### src/inc/debug_ctrl_defs.svh
// Purpose: Offsets, field positions, reset values and timing counts.
// Assumes: Bus clock of 50 MHz.
// Notes:   Definitions only.
`ifndef DEBUG_CTRL_DEFS_SVH
`define DEBUG_CTRL_DEFS_SVH
// ***
// Register overlay offsets.
// ***
`define OFS_INSTR      16'hFF00
`define OFS_STATUS     16'hFF01
`define OFS_SHIFT_HI   16'hFF02
`define OFS_SHIFT_LO   16'hFF03
`define OFS_ADDR_HI    16'hFF04
`define OFS_ADDR_LO    16'hFF05
`define OFS_FLAGS      16'hFF06
`define OVERLAY_BASE   8'hFF
// ***
// Status field positions and reset values.
// ***
`define ST_PERMIT      7
`define ST_ACTIVE      6
`define ST_TAG         5
`define ST_VALID       4
`define ST_STEP        3
`define STATUS_RESET   8'h00
`define FLAGS_RESET    8'h00
// ***
// Firmware command codes.
// ***
`define CMD_READ_NEXT  8'h62
`define CMD_READ_PROGRAM_COUNTER_CMD    8'h63
`define CMD_READ_D     8'h64
`define CMD_READ_X     8'h65
`define CMD_READ_Y     8'h66
`define CMD_READ_STACK_POINTER_CMD    8'h67
`define CMD_WRITE_NEXT 8'h42
`define CMD_WRITE_PROGRAM_COUNTER_CMD   8'h43
`define CMD_WRITE_D    8'h44
`define CMD_WRITE_X    8'h45
`define CMD_WRITE_Y    8'h46
`define CMD_WRITE_STACK_POINTER_CMD   8'h47
`define CMD_GO         8'h08
`define CMD_STEP       8'h10
`define CMD_TAG_GO     8'h18
// ***
// Serial timing, in bus-clock cycles.
// ***
`define BIT_SAMPLE     5'd9
`define BIT_CYCLES     5'd16
`endif

### src/inc/debug_ctrl_pkg.sv
// Purpose: Types shared by the debug control block.
// Assumes: Used with debug_ctrl_defs.svh.
// Notes:   Types only.
package debug_ctrl_pkg;
  // Serial engine states, Gray coded along the usual path.
  typedef enum logic [2:0] {
    S_IDLE  = 3'b000,
    S_CMD   = 3'b001,
    S_DATA  = 3'b011,
    S_EXEC  = 3'b010,
    S_SEND  = 3'b110,
    S_RUN   = 3'b111
  } ser_state_e;
  // Operating modes: bit 2 is the normal flag, low two bits the mode pins.
  typedef logic [2:0] op_mode_t;
endpackage : debug_ctrl_pkg

### src/verilog/background_debug_control.sv
// Purpose: Single-wire debug unit with register overlay and mode control.
// Assumes: Pins are synchronous to clk; host keeps the bit protocol.
// Notes:   CPU registers are modelled as ports of the core interface.
//
// Contract
// - Host falling edge; sample at nine; sixteen/bit
// - Firmware commands only when permitted and active
// - Codes 63-67 read_program_counter_cmd D X Y SP
// - Codes 43-47 write_program_counter_cmd D X Y SP
// - Code 62: X plus two, read word
// - Code 42: X plus two, write word
// - Code 10: one instruction, set step bit
// - Code 18: set tagging, resume; clears on entry
// - No serial commands while tagging is on
// - Code 08: restore registers, write status, resume
// - Seven debug register bytes in overlay
// - Overlay hides normal memory at those addresses
// - Status bit 7 permits debug activation
// - Status bit 6 reads active and waiting
// - Status bit 4 marks valid shifter data
// - Entry saves return address, selects debug ROM
// - Entry saves D, copies flags to holding
// - Permit tested; loop leaves PC SP X Y
// - Low debug pin selects special modes
// - High debug pin selects normal modes
// - Normal mode changes once, normal only
// - Special mode bits rewrite freely
// - Leaving special needs two writes
`timescale 1ns/1ps
`include "debug_ctrl_defs.svh"
module background_debug_control
  import debug_ctrl_pkg::*;
(
  input  wire logic        clk,                 // Bus clock.
  input  wire logic        resetn,              // Synchronous reset, low.
  input  wire logic        debug_pin_in,        // Level on the debug pin.
  output logic             debug_pin_out,       // Value driven on the pin.
  output logic             debug_pin_oe,        // High while driving.
  input  wire logic        mode_select_low_pin, // Mode pin, low bit.
  input  wire logic        mode_select_high_pin,// Mode pin, high bit.
  input  wire logic        debug_request,       // Enter-debug request.
  input  wire logic        step_done,           // User instruction retired.
  input  wire logic [15:0] cpu_pc,              // Live user PC.
  input  wire logic [15:0] cpu_d,               // Live user D.
  input  wire logic [15:0] cpu_x,               // Live user X.
  input  wire logic [15:0] cpu_y,               // Live user Y.
  input  wire logic [15:0] cpu_sp,              // Live user SP.
  input  wire logic [7:0]  condition_flags,     // Live user flags.
  output logic             reg_load,            // Pulse: load cpu register.
  output logic [2:0]       reg_sel,             // 0 PC 1 D 2 X 3 Y 4 SP.
  output logic [15:0]      reg_value,           // Value to load.
  output logic             cpu_resume,          // Pulse: run user code.
  output logic [15:0]      resume_pc,           // Where to resume.
  output logic             cpu_halted,          // CPU runs debug ROM.
  output logic             debug_rom_sel,       // Overlay in the map.
  input  wire logic [15:0] bus_addr,            // CPU bus address.
  input  wire logic        bus_wr,              // CPU bus write strobe.
  input  wire logic        bus_rd,              // CPU bus read strobe.
  input  wire logic [7:0]  bus_wdata,           // CPU write data.
  output logic [7:0]       bus_rdata,           // Overlay read data.
  output logic             bus_hit,             // Overlay claims access.
  output logic             mem_req,             // Pulse: word memory access.
  output logic             mem_we,              // Memory write.
  output logic [15:0]      mem_addr,            // Memory word address.
  output logic [15:0]      mem_wdata,           // Memory write word.
  input  wire logic [15:0] mem_rdata,           // Memory read word.
  input  wire logic        mem_ack,             // Memory done.
  input  wire logic        mode_wr,             // Mode register write.
  input  wire logic [2:0]  mode_wdata,          // Normal flag and pins.
  output logic [2:0]       op_mode              // Current operating mode.
);

  // ***
  // Storage.
  // ***
  logic [7:0]  debug_instruction;    // Last command byte.
  logic [7:0]  debug_status;         // Permit/active/tag/valid/step.
  logic [15:0] debug_serial_shift;   // Serial shift register.
  logic [15:0] debug_address;        // Address register.
  logic [7:0]  saved_flags_holding;  // Saved user flags.
  logic [15:0] saved_d;              // User D on entry.
  logic [15:0] saved_ret;            // Return address on entry.
  logic [15:0] x_work;               // Working X for next commands.
  ser_state_e  state;                // Serial engine state.
  logic [4:0]  bit_cnt;              // Cycles within a bit.
  logic [4:0]  bits_left;            // Bits left in a field.
  logic        pin_q;                // Previous pin level.
  logic        in_bit;               // Bit window open.
  logic        mode_changed;         // Normal mode change used.
  logic        special_arm;          // First leave-special write seen.
  logic        strap_done;           // Mode pins caught after reset.
  logic        stepping;             // Waiting for step completion.

  // True when the code is one of the sixteen-bit read commands.
  function automatic logic is_read(input logic [7:0] c);
    is_read = (c >= `CMD_READ_NEXT) && (c <= `CMD_READ_STACK_POINTER_CMD);
  endfunction : is_read

  // True when the code carries sixteen bits from the host.
  function automatic logic is_write(input logic [7:0] c);
    is_write = (c >= `CMD_WRITE_NEXT) && (c <= `CMD_WRITE_STACK_POINTER_CMD);
  endfunction : is_write

  // Register selector for codes ending in 3..7.
  function automatic logic [2:0] sel_of(input logic [7:0] c);
    sel_of = 3'(c[2:0] - 3'h3);
  endfunction : sel_of

  logic active;       // Active and waiting for commands.
  logic falling;      // Host started a bit.
  logic sample_now;   // Sampling instant of the bit.
  logic bit_end;      // Last cycle of the bit.
  assign active     = debug_status[`ST_ACTIVE];
  assign falling    = pin_q & ~debug_pin_in;
  assign sample_now = in_bit && (bit_cnt == `BIT_SAMPLE);
  assign bit_end    = in_bit && (bit_cnt == `BIT_CYCLES - 5'd1);

  // ***
  // Bit timing.
  // ***
  // Each bit is resynchronised on the host's falling edge, so clock
  // drift between pod and chip only matters within one bit.
  always_ff @(posedge clk) begin
    if (!resetn) begin
      pin_q   <= 1'b1;
      in_bit  <= 1'b0;
      bit_cnt <= 5'd0;
    end else begin
      pin_q <= debug_pin_in;
      if (!in_bit && falling) begin
        in_bit  <= 1'b1;
        bit_cnt <= 5'd1;
      end else if (bit_end) begin
        in_bit  <= 1'b0;
        bit_cnt <= 5'd0;
      end else if (in_bit) begin
        bit_cnt <= bit_cnt + 5'd1;
      end
    end
  end

  // ***
  // Serial command engine.
  // ***
  // Commands are taken only while permitted, active and not tagging.
  always_ff @(posedge clk) begin
    if (!resetn) begin
      state              <= S_IDLE;
      bits_left          <= 5'd0;
      debug_instruction  <= 8'h00;
      debug_serial_shift <= 16'h0000;
      x_work             <= 16'h0000;
      mem_req            <= 1'b0;
      mem_we             <= 1'b0;
      mem_addr           <= 16'h0000;
      mem_wdata          <= 16'h0000;
      reg_load           <= 1'b0;
      reg_sel            <= 3'd0;
      reg_value          <= 16'h0000;
      debug_pin_out      <= 1'b1;
      debug_pin_oe       <= 1'b0;
    end else begin
      mem_req  <= 1'b0;
      reg_load <= 1'b0;
      case (state)
        S_IDLE: begin
          debug_pin_oe <= 1'b0;
          // Tagging blocks serial commands entirely.
          if (active && debug_status[`ST_PERMIT]
              && !debug_status[`ST_TAG]) begin
            state     <= S_CMD;
            bits_left <= 5'd8;
            x_work    <= cpu_x;
          end
        end
        S_CMD: begin
          if (!active) begin
            state <= S_IDLE;
          end else if (sample_now) begin
            debug_instruction <= {debug_instruction[6:0], debug_pin_in};
            bits_left <= bits_left - 5'd1;
            if (bits_left == 5'd1) begin
              state <= is_write({debug_instruction[6:0], debug_pin_in})
                       ? S_DATA : S_EXEC;
              bits_left <= 5'd16;
            end
          end
        end
        S_DATA: begin
          if (sample_now) begin
            debug_serial_shift <= {debug_serial_shift[14:0], debug_pin_in};
            bits_left <= bits_left - 5'd1;
            if (bits_left == 5'd1) begin
              state <= S_EXEC;
            end
          end
        end
        S_EXEC: begin
          if (debug_instruction == `CMD_READ_NEXT
              || debug_instruction == `CMD_WRITE_NEXT) begin
            // X moves first, then the word at the new X is used.
            if (!mem_req && !mem_ack && mem_addr != x_work + 16'h0002)
            begin
              mem_req   <= 1'b1;
              mem_we    <= (debug_instruction == `CMD_WRITE_NEXT);
              mem_addr  <= x_work + 16'h0002;
              mem_wdata <= debug_serial_shift;
            end else if (mem_ack) begin
              x_work    <= x_work + 16'h0002;
              reg_load  <= 1'b1;
              reg_sel   <= 3'd2;
              reg_value <= x_work + 16'h0002;
              if (!mem_we) begin
                debug_serial_shift <= mem_rdata;
              end
              mem_addr  <= 16'h0000;
              state     <= mem_we ? S_IDLE : S_SEND;
              bits_left <= 5'd16;
            end
          end else if (is_read(debug_instruction)) begin
            case (sel_of(debug_instruction))
              3'd0: debug_serial_shift <= saved_ret;
              3'd1: debug_serial_shift <= saved_d;
              3'd2: debug_serial_shift <= x_work;
              3'd3: debug_serial_shift <= cpu_y;
              default: debug_serial_shift <= cpu_sp;
            endcase
            state     <= S_SEND;
            bits_left <= 5'd16;
          end else if (is_write(debug_instruction)) begin
            reg_load  <= 1'b1;
            reg_sel   <= sel_of(debug_instruction);
            reg_value <= debug_serial_shift;
            state     <= S_IDLE;
          end else begin
            // Go, step and tag commands are handled by the entry logic.
            state <= S_RUN;
          end
        end
        S_SEND: begin
          // Device drives the bit value after the host's edge, MSB first.
          if (in_bit && bit_cnt == 5'd2) begin
            debug_pin_oe  <= 1'b1;
            debug_pin_out <= debug_serial_shift[15];
          end else if (bit_end && debug_pin_oe) begin // Not the cmd tail.
            debug_pin_oe       <= 1'b0;
            debug_pin_out      <= 1'b1;
            debug_serial_shift <= {debug_serial_shift[14:0], 1'b0};
            bits_left          <= bits_left - 5'd1;
            if (bits_left == 5'd1) begin
              state <= S_IDLE;
            end
          end
        end
        default: begin
          state <= S_IDLE;
        end
      endcase
    end
  end

  // ***
  // Entry, exit and status.
  // ***
  // Entry captures the user context; exit restores it and resumes.
  logic go_cmd; // Run-class command ready to execute.
  assign go_cmd = (state == S_RUN);
  always_ff @(posedge clk) begin
    if (!resetn) begin
      debug_status        <= `STATUS_RESET;
      saved_flags_holding <= `FLAGS_RESET;
      saved_d             <= 16'h0000;
      saved_ret           <= 16'h0000;
      cpu_resume          <= 1'b0;
      resume_pc           <= 16'h0000;
      cpu_halted          <= 1'b0;
      debug_rom_sel       <= 1'b0;
      stepping            <= 1'b0;
    end else begin
      cpu_resume <= 1'b0;
      if (!strap_done && !mode_select_low_pin && !mode_select_high_pin
          && !debug_pin_in) begin
        // Special single chip comes up permitted and active.
        debug_status[`ST_PERMIT] <= 1'b1;
        debug_status[`ST_ACTIVE] <= 1'b1;
        saved_ret     <= cpu_pc;
        saved_d       <= cpu_d;
        cpu_halted    <= 1'b1;
        debug_rom_sel <= 1'b1;
      end else if ((debug_request || (stepping && step_done))
                   && !cpu_halted) begin
        saved_ret     <= cpu_pc;
        debug_rom_sel <= 1'b1;
        saved_d       <= cpu_d;
        saved_flags_holding <= condition_flags;
        cpu_halted    <= 1'b1;
        stepping      <= 1'b0;
        debug_status[`ST_TAG] <= 1'b0;
        // Without permit the firmware returns at once to user code.
        debug_status[`ST_ACTIVE] <= debug_status[`ST_PERMIT];
        if (!debug_status[`ST_PERMIT]) begin
          cpu_resume    <= 1'b1;
          resume_pc     <= cpu_pc;
          cpu_halted    <= 1'b0;
          debug_rom_sel <= 1'b0;
        end
      end else if (go_cmd) begin
        // Restore user state and write status before the jump.
        debug_status[`ST_ACTIVE] <= 1'b0;
        debug_status[`ST_STEP]   <= (debug_instruction == `CMD_STEP);
        debug_status[`ST_TAG]    <= (debug_instruction == `CMD_TAG_GO);
        stepping      <= (debug_instruction == `CMD_STEP);
        cpu_resume    <= 1'b1;
        resume_pc     <= saved_ret;
        cpu_halted    <= 1'b0;
        debug_rom_sel <= 1'b0;
      end else if (reg_load && reg_sel == 3'd0) begin
        saved_ret <= reg_value;
      end else if (reg_load && reg_sel == 3'd1) begin
        saved_d <= reg_value;
      end else if (bus_wr && bus_addr == `OFS_STATUS && !active) begin
        // Only permit is writable; the other bits are hardware owned.
        debug_status[`ST_PERMIT] <= bus_wdata[`ST_PERMIT];
      end else if (bus_wr && bus_addr == `OFS_FLAGS) begin
        saved_flags_holding <= bus_wdata;
      end
      // Shifter holds valid data between a completed field and its use.
      debug_status[`ST_VALID] <= (state == S_EXEC) || (state == S_SEND);
      debug_status[2:0] <= 3'b000;
    end
  end

  // ***
  // Overlay register access.
  // ***
  // Overlay decode; the address register is written only by the CPU.
  always_ff @(posedge clk) begin
    if (!resetn) begin
      bus_rdata     <= 8'h00;
      bus_hit       <= 1'b0;
      debug_address <= 16'h0000;
    end else begin
      bus_hit   <= debug_rom_sel && bus_rd
                   && (bus_addr[15:8] == `OVERLAY_BASE);
      if (bus_addr == `OFS_INSTR) begin
        bus_rdata <= debug_instruction;
      end else if (bus_addr == `OFS_STATUS) begin
        bus_rdata <= {debug_status[7:3], 3'b000};
      end else if (bus_addr == `OFS_SHIFT_HI) begin
        bus_rdata <= debug_serial_shift[15:8];
      end else if (bus_addr == `OFS_SHIFT_LO) begin
        bus_rdata <= debug_serial_shift[7:0];
      end else if (bus_addr == `OFS_ADDR_HI) begin
        bus_rdata <= debug_address[15:8];
      end else if (bus_addr == `OFS_ADDR_LO) begin
        bus_rdata <= debug_address[7:0];
      end else if (bus_addr == `OFS_FLAGS) begin
        bus_rdata <= saved_flags_holding;
      end else begin
        bus_rdata <= 8'h00;
      end
      if (bus_wr && bus_addr == `OFS_ADDR_HI) begin
        debug_address[15:8] <= bus_wdata;
      end else if (bus_wr && bus_addr == `OFS_ADDR_LO) begin
        debug_address[7:0] <= bus_wdata;
      end
    end
  end

  // ***
  // Operating mode.
  // ***
  // Pins are caught in the first clock after reset release.
  always_ff @(posedge clk) begin
    if (!resetn) begin
      op_mode      <= 3'b000;
      strap_done   <= 1'b0;
      mode_changed <= 1'b0;
      special_arm  <= 1'b0;
    end else if (!strap_done) begin
      strap_done <= 1'b1;
      op_mode    <= {debug_pin_in, mode_select_high_pin,
                     mode_select_low_pin};
    end else if (mode_wr) begin
      if (op_mode[2]) begin
        // Normal: one change, to a normal mode only; 10 is reserved.
        if (!mode_changed && mode_wdata[2]) begin
          op_mode      <= mode_wdata;
          mode_changed <= 1'b1;
        end
      end else if (mode_wdata[2]) begin
        // The first write that sets the normal flag is ignored.
        special_arm <= 1'b1;
        if (special_arm) begin
          op_mode <= mode_wdata;
        end
      end else begin
        op_mode <= mode_wdata;
      end
    end
  end

endmodule : background_debug_control

### config.mk
export PLATFORM = sky130hd
export DESIGN_NAME = background_debug_control
export DESIGN_NICKNAME = d
export VERILOG_FILES = /design/src/inc/debug_ctrl_pkg.sv /design/src/verilog/background_debug_control.sv
export VERILOG_INCLUDE_DIRS = /design/src /design/src/inc
export SDC_FILE = /design/constraint.sdc
export NUM_CORES = 1
export LEC_CHECK = 0
export ABC_CLOCK_PERIOD_IN_PS = 3000
export BUFFER_PORTS_ARGS = -buffer_cell sky130_fd_sc_hd__buf_2
export CAP_MARGIN = 20
export CORE_UTILIZATION = 50
export CTS_CLUSTER_DIAMETER = 30
export DETAILED_ROUTE_END_ITERATION = 10
export PLACE_DENSITY = 0.71
export SETUP_SLACK_MARGIN = 0.2
export SLEW_MARGIN = 5
export SYNTH_ARGS = -nofsm -noshare
export SYNTH_HDL_FRONTEND = slang
export SYNTH_SLANG_ARGS = --single-unit
export TNS_END_PERCENT = 30
### constraint.sdc
create_clock -name clk -period 3 [get_ports clk]
set_input_delay 0.6 -clock clk [delete_from_list [all_inputs] [get_ports clk]]
set_output_delay 0.6 -clock clk [all_outputs]
set_load 0.005 [all_outputs]
Word-level counts from Yosys, hierarchy flattened:

Cells that the tools add are included.

* register bits after elaboration: 206
* output and inout bits: 87

* add/sub/neg operators: 4
* magnitude comparators: 6
* equality and inequality tests: 61
* muxes and demuxes: 119
* bitwise operators: 7
* reductions and logical operators: 84

Operators by type and width (count)
* 2-to-1 mux 16 bit: 29
* == test 16 bit, second input constant: 7
* 2-to-1 mux 8 bit: 13
* 2-to-1 mux 3 bit: 26
* case mux 16 bit (4 select lines): 1
* 2-to-1 mux 5 bit: 11
* case mux 16 bit (3 select lines): 1
* inequality test 2 bit, second input constant: 22
* case mux 16 bit (2 select lines): 1
* 2-to-1 mux 1 bit: 31
* logical AND 1 bit: 27
* case mux 5 bit (5 select lines): 1
* >= comparator 8 x 7 -> 1 bit, second input constant: 3
* <= comparator 8 x 7 -> 1 bit, second input constant: 3
* inequality test 3 bit, second input constant: 8
* AND reduction 3 bit: 8
* AND reduction 10 bit: 2
* nonzero test 2 bit: 9
* adder 16 x 2 -> 16 bit, second input constant: 1
* == test 8 x 5 -> 1 bit, second input constant: 2
* == test 8 x 7 -> 1 bit, second input constant: 2
* inequality test 16 bit: 1
* case mux 3 bit (5 select lines): 1
* AND reduction 5 bit: 3
* other kinds (29): 68

Logic depth before layout (Yosys ltp):

* word-level depth: 9
* mapped depth: 11
* gate-level depth less buffers: 9

Worst setup path after synthesis:

OpenSTA, ideal clock, no wires.

* path kind: register to register
* from: reg x_work[2]
* to: reg mem_addr[10]
* setup time: 0.072 ns
* data arrival time: 2.631 ns
* slack: 0.297 ns
* cell stages (with the launch flop): 10
* path buffers: 1
* cell sequence: dfxtp_1 > ha_1 > and3_1 > nand4_1 > mux2i_1 > a22oi_1 > and3b_1 > a311oi_4 > buf_4 > mux2i_1

* longest elaborated chain between the ends: 5
* elaborated cells on any way between the ends: 6
* those cells by class: add/sub: 1; eq/ne: 1; mux: 1; reduce/logical: 3

Ends and longest elaborated chain
* start, declared: RTL line background_debug_control.sv:83 `logic [15:0] x_work;`
* start signal, assigned: RTL line background_debug_control.sv:173 `x_work <= cpu_x;`
* start signal, assigned: RTL line background_debug_control.sv:209 `x_work <= x_work + 16'h0002;`
* adder 16 x 2 -> 16 bit *: RTL line background_debug_control.sv:202, background_debug_control.sv:206
* inequality test 16 bit: RTL line background_debug_control.sv:202 `if (!mem_req && !mem_ack && mem_addr != x_work + 16'h0002)`
* logical AND 1 bit: RTL line background_debug_control.sv:202
* nonzero test 2 bit (no source line)
* AND reduction 3 bit (no source line)
* end signal, assigned: RTL line background_debug_control.sv:206 `mem_addr <= x_work + 16'h0002;`
* end, declared: RTL line background_debug_control.sv:64 `output logic [15:0] mem_addr,`

Mark *: on every way between the ends. The rest lies on a longest branch, timed or not.
A chain may end at the register's enable or synchronous reset.

Final worst setup path:

* from: reg x_work[2]
* to: reg mem_addr[3]

The elaborated chain is that of the path after synthesis.

==> flow_summary.ini <==
[outcome]
status = finished, final reports clean

[logic_synthesis]
synth_ff_type = dfxtp_1
synth_edf_count = 0
avgSynthCellArea_um2 = 8.19
synth_most_common_cell = dfxtp_1
yosysWarnings = 0
ys_ff_latch = 205
yosysTopAreaCellShare = 0.373
synth_top_area_cell = dfxtp_1
ys_seq_area_frac = 0.373
synth_nets = 1500
synth.area.top_cells = dfxtp_1 (37%), mux2i_1 (10%), nor2_1 (6.6%)
syn-instance-count = 1344
synthesis.area_um2 = 11000
async_flop_share = 0
synth_commonest_cells = dfxtp_1 (205), nor2_1 (195), nand2_1 (130), a21oi_1 (111), mux2i_1 (111)
synth.distinct_cells = 76

[floorplan]
fp.dieH_um = 150
core-area_um2 = 21300
core.rowCount = 53
ios = 229
die_area_um2 = 22600
die_w_um = 150
initial_utilization = 0.517

[route]
vias = 11300
drtPass1Iterations = 6
drt_wl_total_um = 37600
drt-initial-drc-count = 1235
vias_per_cell = 5.97
wl_per_cell_um = 19.9
post-route-drc-count = 0
antenna_left = 0

[worst_setup_path]
worstPathMaxFanout = 10
crit_type = flop to flop
endpoint_kind = flop
cp_data_required_time_ns = 3.40
worst_ep_arrival_time_ns = 3.13
setup.worst_path.start_class = flop

[placed_design]
place_hpwl_um = 26100
io_buffers = 228
gp_congestion = 1.03
postPlaceCellArea_um2 = 12600

[final_layout]
post-route-util = 0.671
drive_gt1_frac = 0.257
final_cell_area_um2 = 14300
areaGrowthSynthToFinish_pct = 29.7
diodes = 0
fin_nets = 1734

[power]
cellLeakagePower_nw = 5.84
power_per_cell_area_nw_per_um2 = 612
peakVddDrop_mv = 0.384

[clock_tree]
cts_tree = yes
cts_buffer_depth = 3
clk_latency_ns = 0.52
clkTransAtPathRegs_ns = 0.04
post-cts-setup-buffer-count = 0
clock-sinks = 205
clockRootBuffer = clkbuf_16
cts_made_buffers = 46
cts_max_level = 2
holdBufCountCts = 0

[sta]
fin_crit_ns = 2.74
finalHoldViolCount = 0
setup_viol = 0
fin_skew_ns = 0.0149
worst_pin_slew_ns = 1.03
max_slew_margin = 0.296
finalMaxSlewViolations = 0
worst_hold_slack_ns = 0.333
fin_crit_sh = 0.913
rsz0062_at_grt = true
fmax_mhz = 365

[global_routing]
grt-ovfl-total = 0
grtUsageTotal = 0.327
grt_max_degree = 134
grt_pass1_wl_um = 56900
grt_pass1_vias = 10400
antenna_found_initial = 0

[flow_run]
max-cap-violations = 0

[min_path]
hp-class = input port to flop
cell type report:
class / instances / area [um^2]
tap: 275 / 344
timing repair buffer: 297 / 1700
clock inverter: 23 / 322
multi-input combinational: 1010 / 6470
clock buffer: 59 / 1260
sequential: 205 / 4110
inverter: 18 / 70.1
fill: 1802 / 7010
logic make-up (layout without fill, tap and decap cells):
group           count (synthesis)  after routing  synth area share
buf+inv                       129            397            0.0481
mux                           116            116             0.110
compound gates                322            322             0.200
fa+ha+maj                      14             14            0.0159
simple gates                  526            526             0.225
xor+xnor                       32             32            0.0280
flops                         205            205             0.373
cell usage in the layout (no fill, tap or decap), drive strengths merged, types with 4 or more instances in the layout:
master and n:
buf 297, dfxtp 205, nor2 198, nand2 130, mux2i 111, a21oi 111
a211oi 84, clkbuf 59, nand3 48, nor3 37, o21ai 28, nand2b 23
nor2b 22, xnor2 19, inv 19, a221oi 18, a32o 16, ha 14
nand4 13, xor2 11, a31oi 10, clkinv 10, nor4 8, nor3b 7
and2 7, bufinv 7, and3 6, a22oi 6, a222oi 6, nand3b 5
o211ai 5, clkinvlp 5, and4 4, mux4 4, a311oi 4
worst max-delay path, stage by stage, from the launching register on:
cell and delay (ns):
dfxtp_1 0.33, ha_2 0.21, buf_4 0.13, nand3_1 0.09
buf_4 0.20, o211a_1 0.22, nor3_1 0.15, o311ai_0 0.17
a211oi_1 0.53, a311oi_4 0.19, buf_4 0.24, mux2i_1 0.14
metal layers:
layer	track usage	part of all wire	up-vias
li1	-	-	5344
met4	0.128	0.031	0
met2	0.481	0.43	621
met3	0.0755	0.11	85
met1	0.458	0.43	5215
met5	0	0	-
power breakdown:
| group | switching, mW | internal, mW |
|---|---|---|
| Clock | 1.56 | 3.54 |
| Combinational | 0.393 | 0.303 |
| Sequential | 0.104 | 2.84 |
registers in the layout, summed over array words and instances (netlist names), 3 cells and up:
register / flops
bit_cnt: 5
bits_left: 5
bus_rdata: 8
debug_address: 16
debug_instruction: 8
debug_serial_shift: 16
debug_status: 4
mem_addr: 16
mem_wdata: 16
op_mode: 3
reg_sel: 3
reg_value: 16
resume_pc: 16
saved_d: 16
saved_flags_holding: 8
saved_ret: 16
state: 3
x_work: 16
final timing paths:
check,from,endpoint,slack [ns],depth (start not counted)
min reg2reg,debug_address[14],debug_address[14],0.45,2
max,x_work[2],mem_addr[3],0.26,11
min,bus_rd,bus_hit,0.33,3
max reg2reg,x_work[2],mem_addr[3],0.26,11
stage by stage:
stage          setup TNS (ns)  worst slack, ns  instances  total power [mW]
6_report                    0            0.262       1887              8.73
5_1_grt                     0            0.106       1887              9.02
4_1_cts                     0            0.212       1886              8.75
3_5_place_dp         -0.00590         -0.00358       1804              3.66
3_3_place_gp                0           0.0449       1804              3.64
2_1_floorplan               0            0.297       1344              3.38
what timing repair did:
item / 4_1_cts / 5_1_grt
setup endpoints to repair: 17 / 56
gates resized for setup: 1 / 14
pin swaps: 0 / 2
No activity file was read; power rests on OpenSTA's default activity.
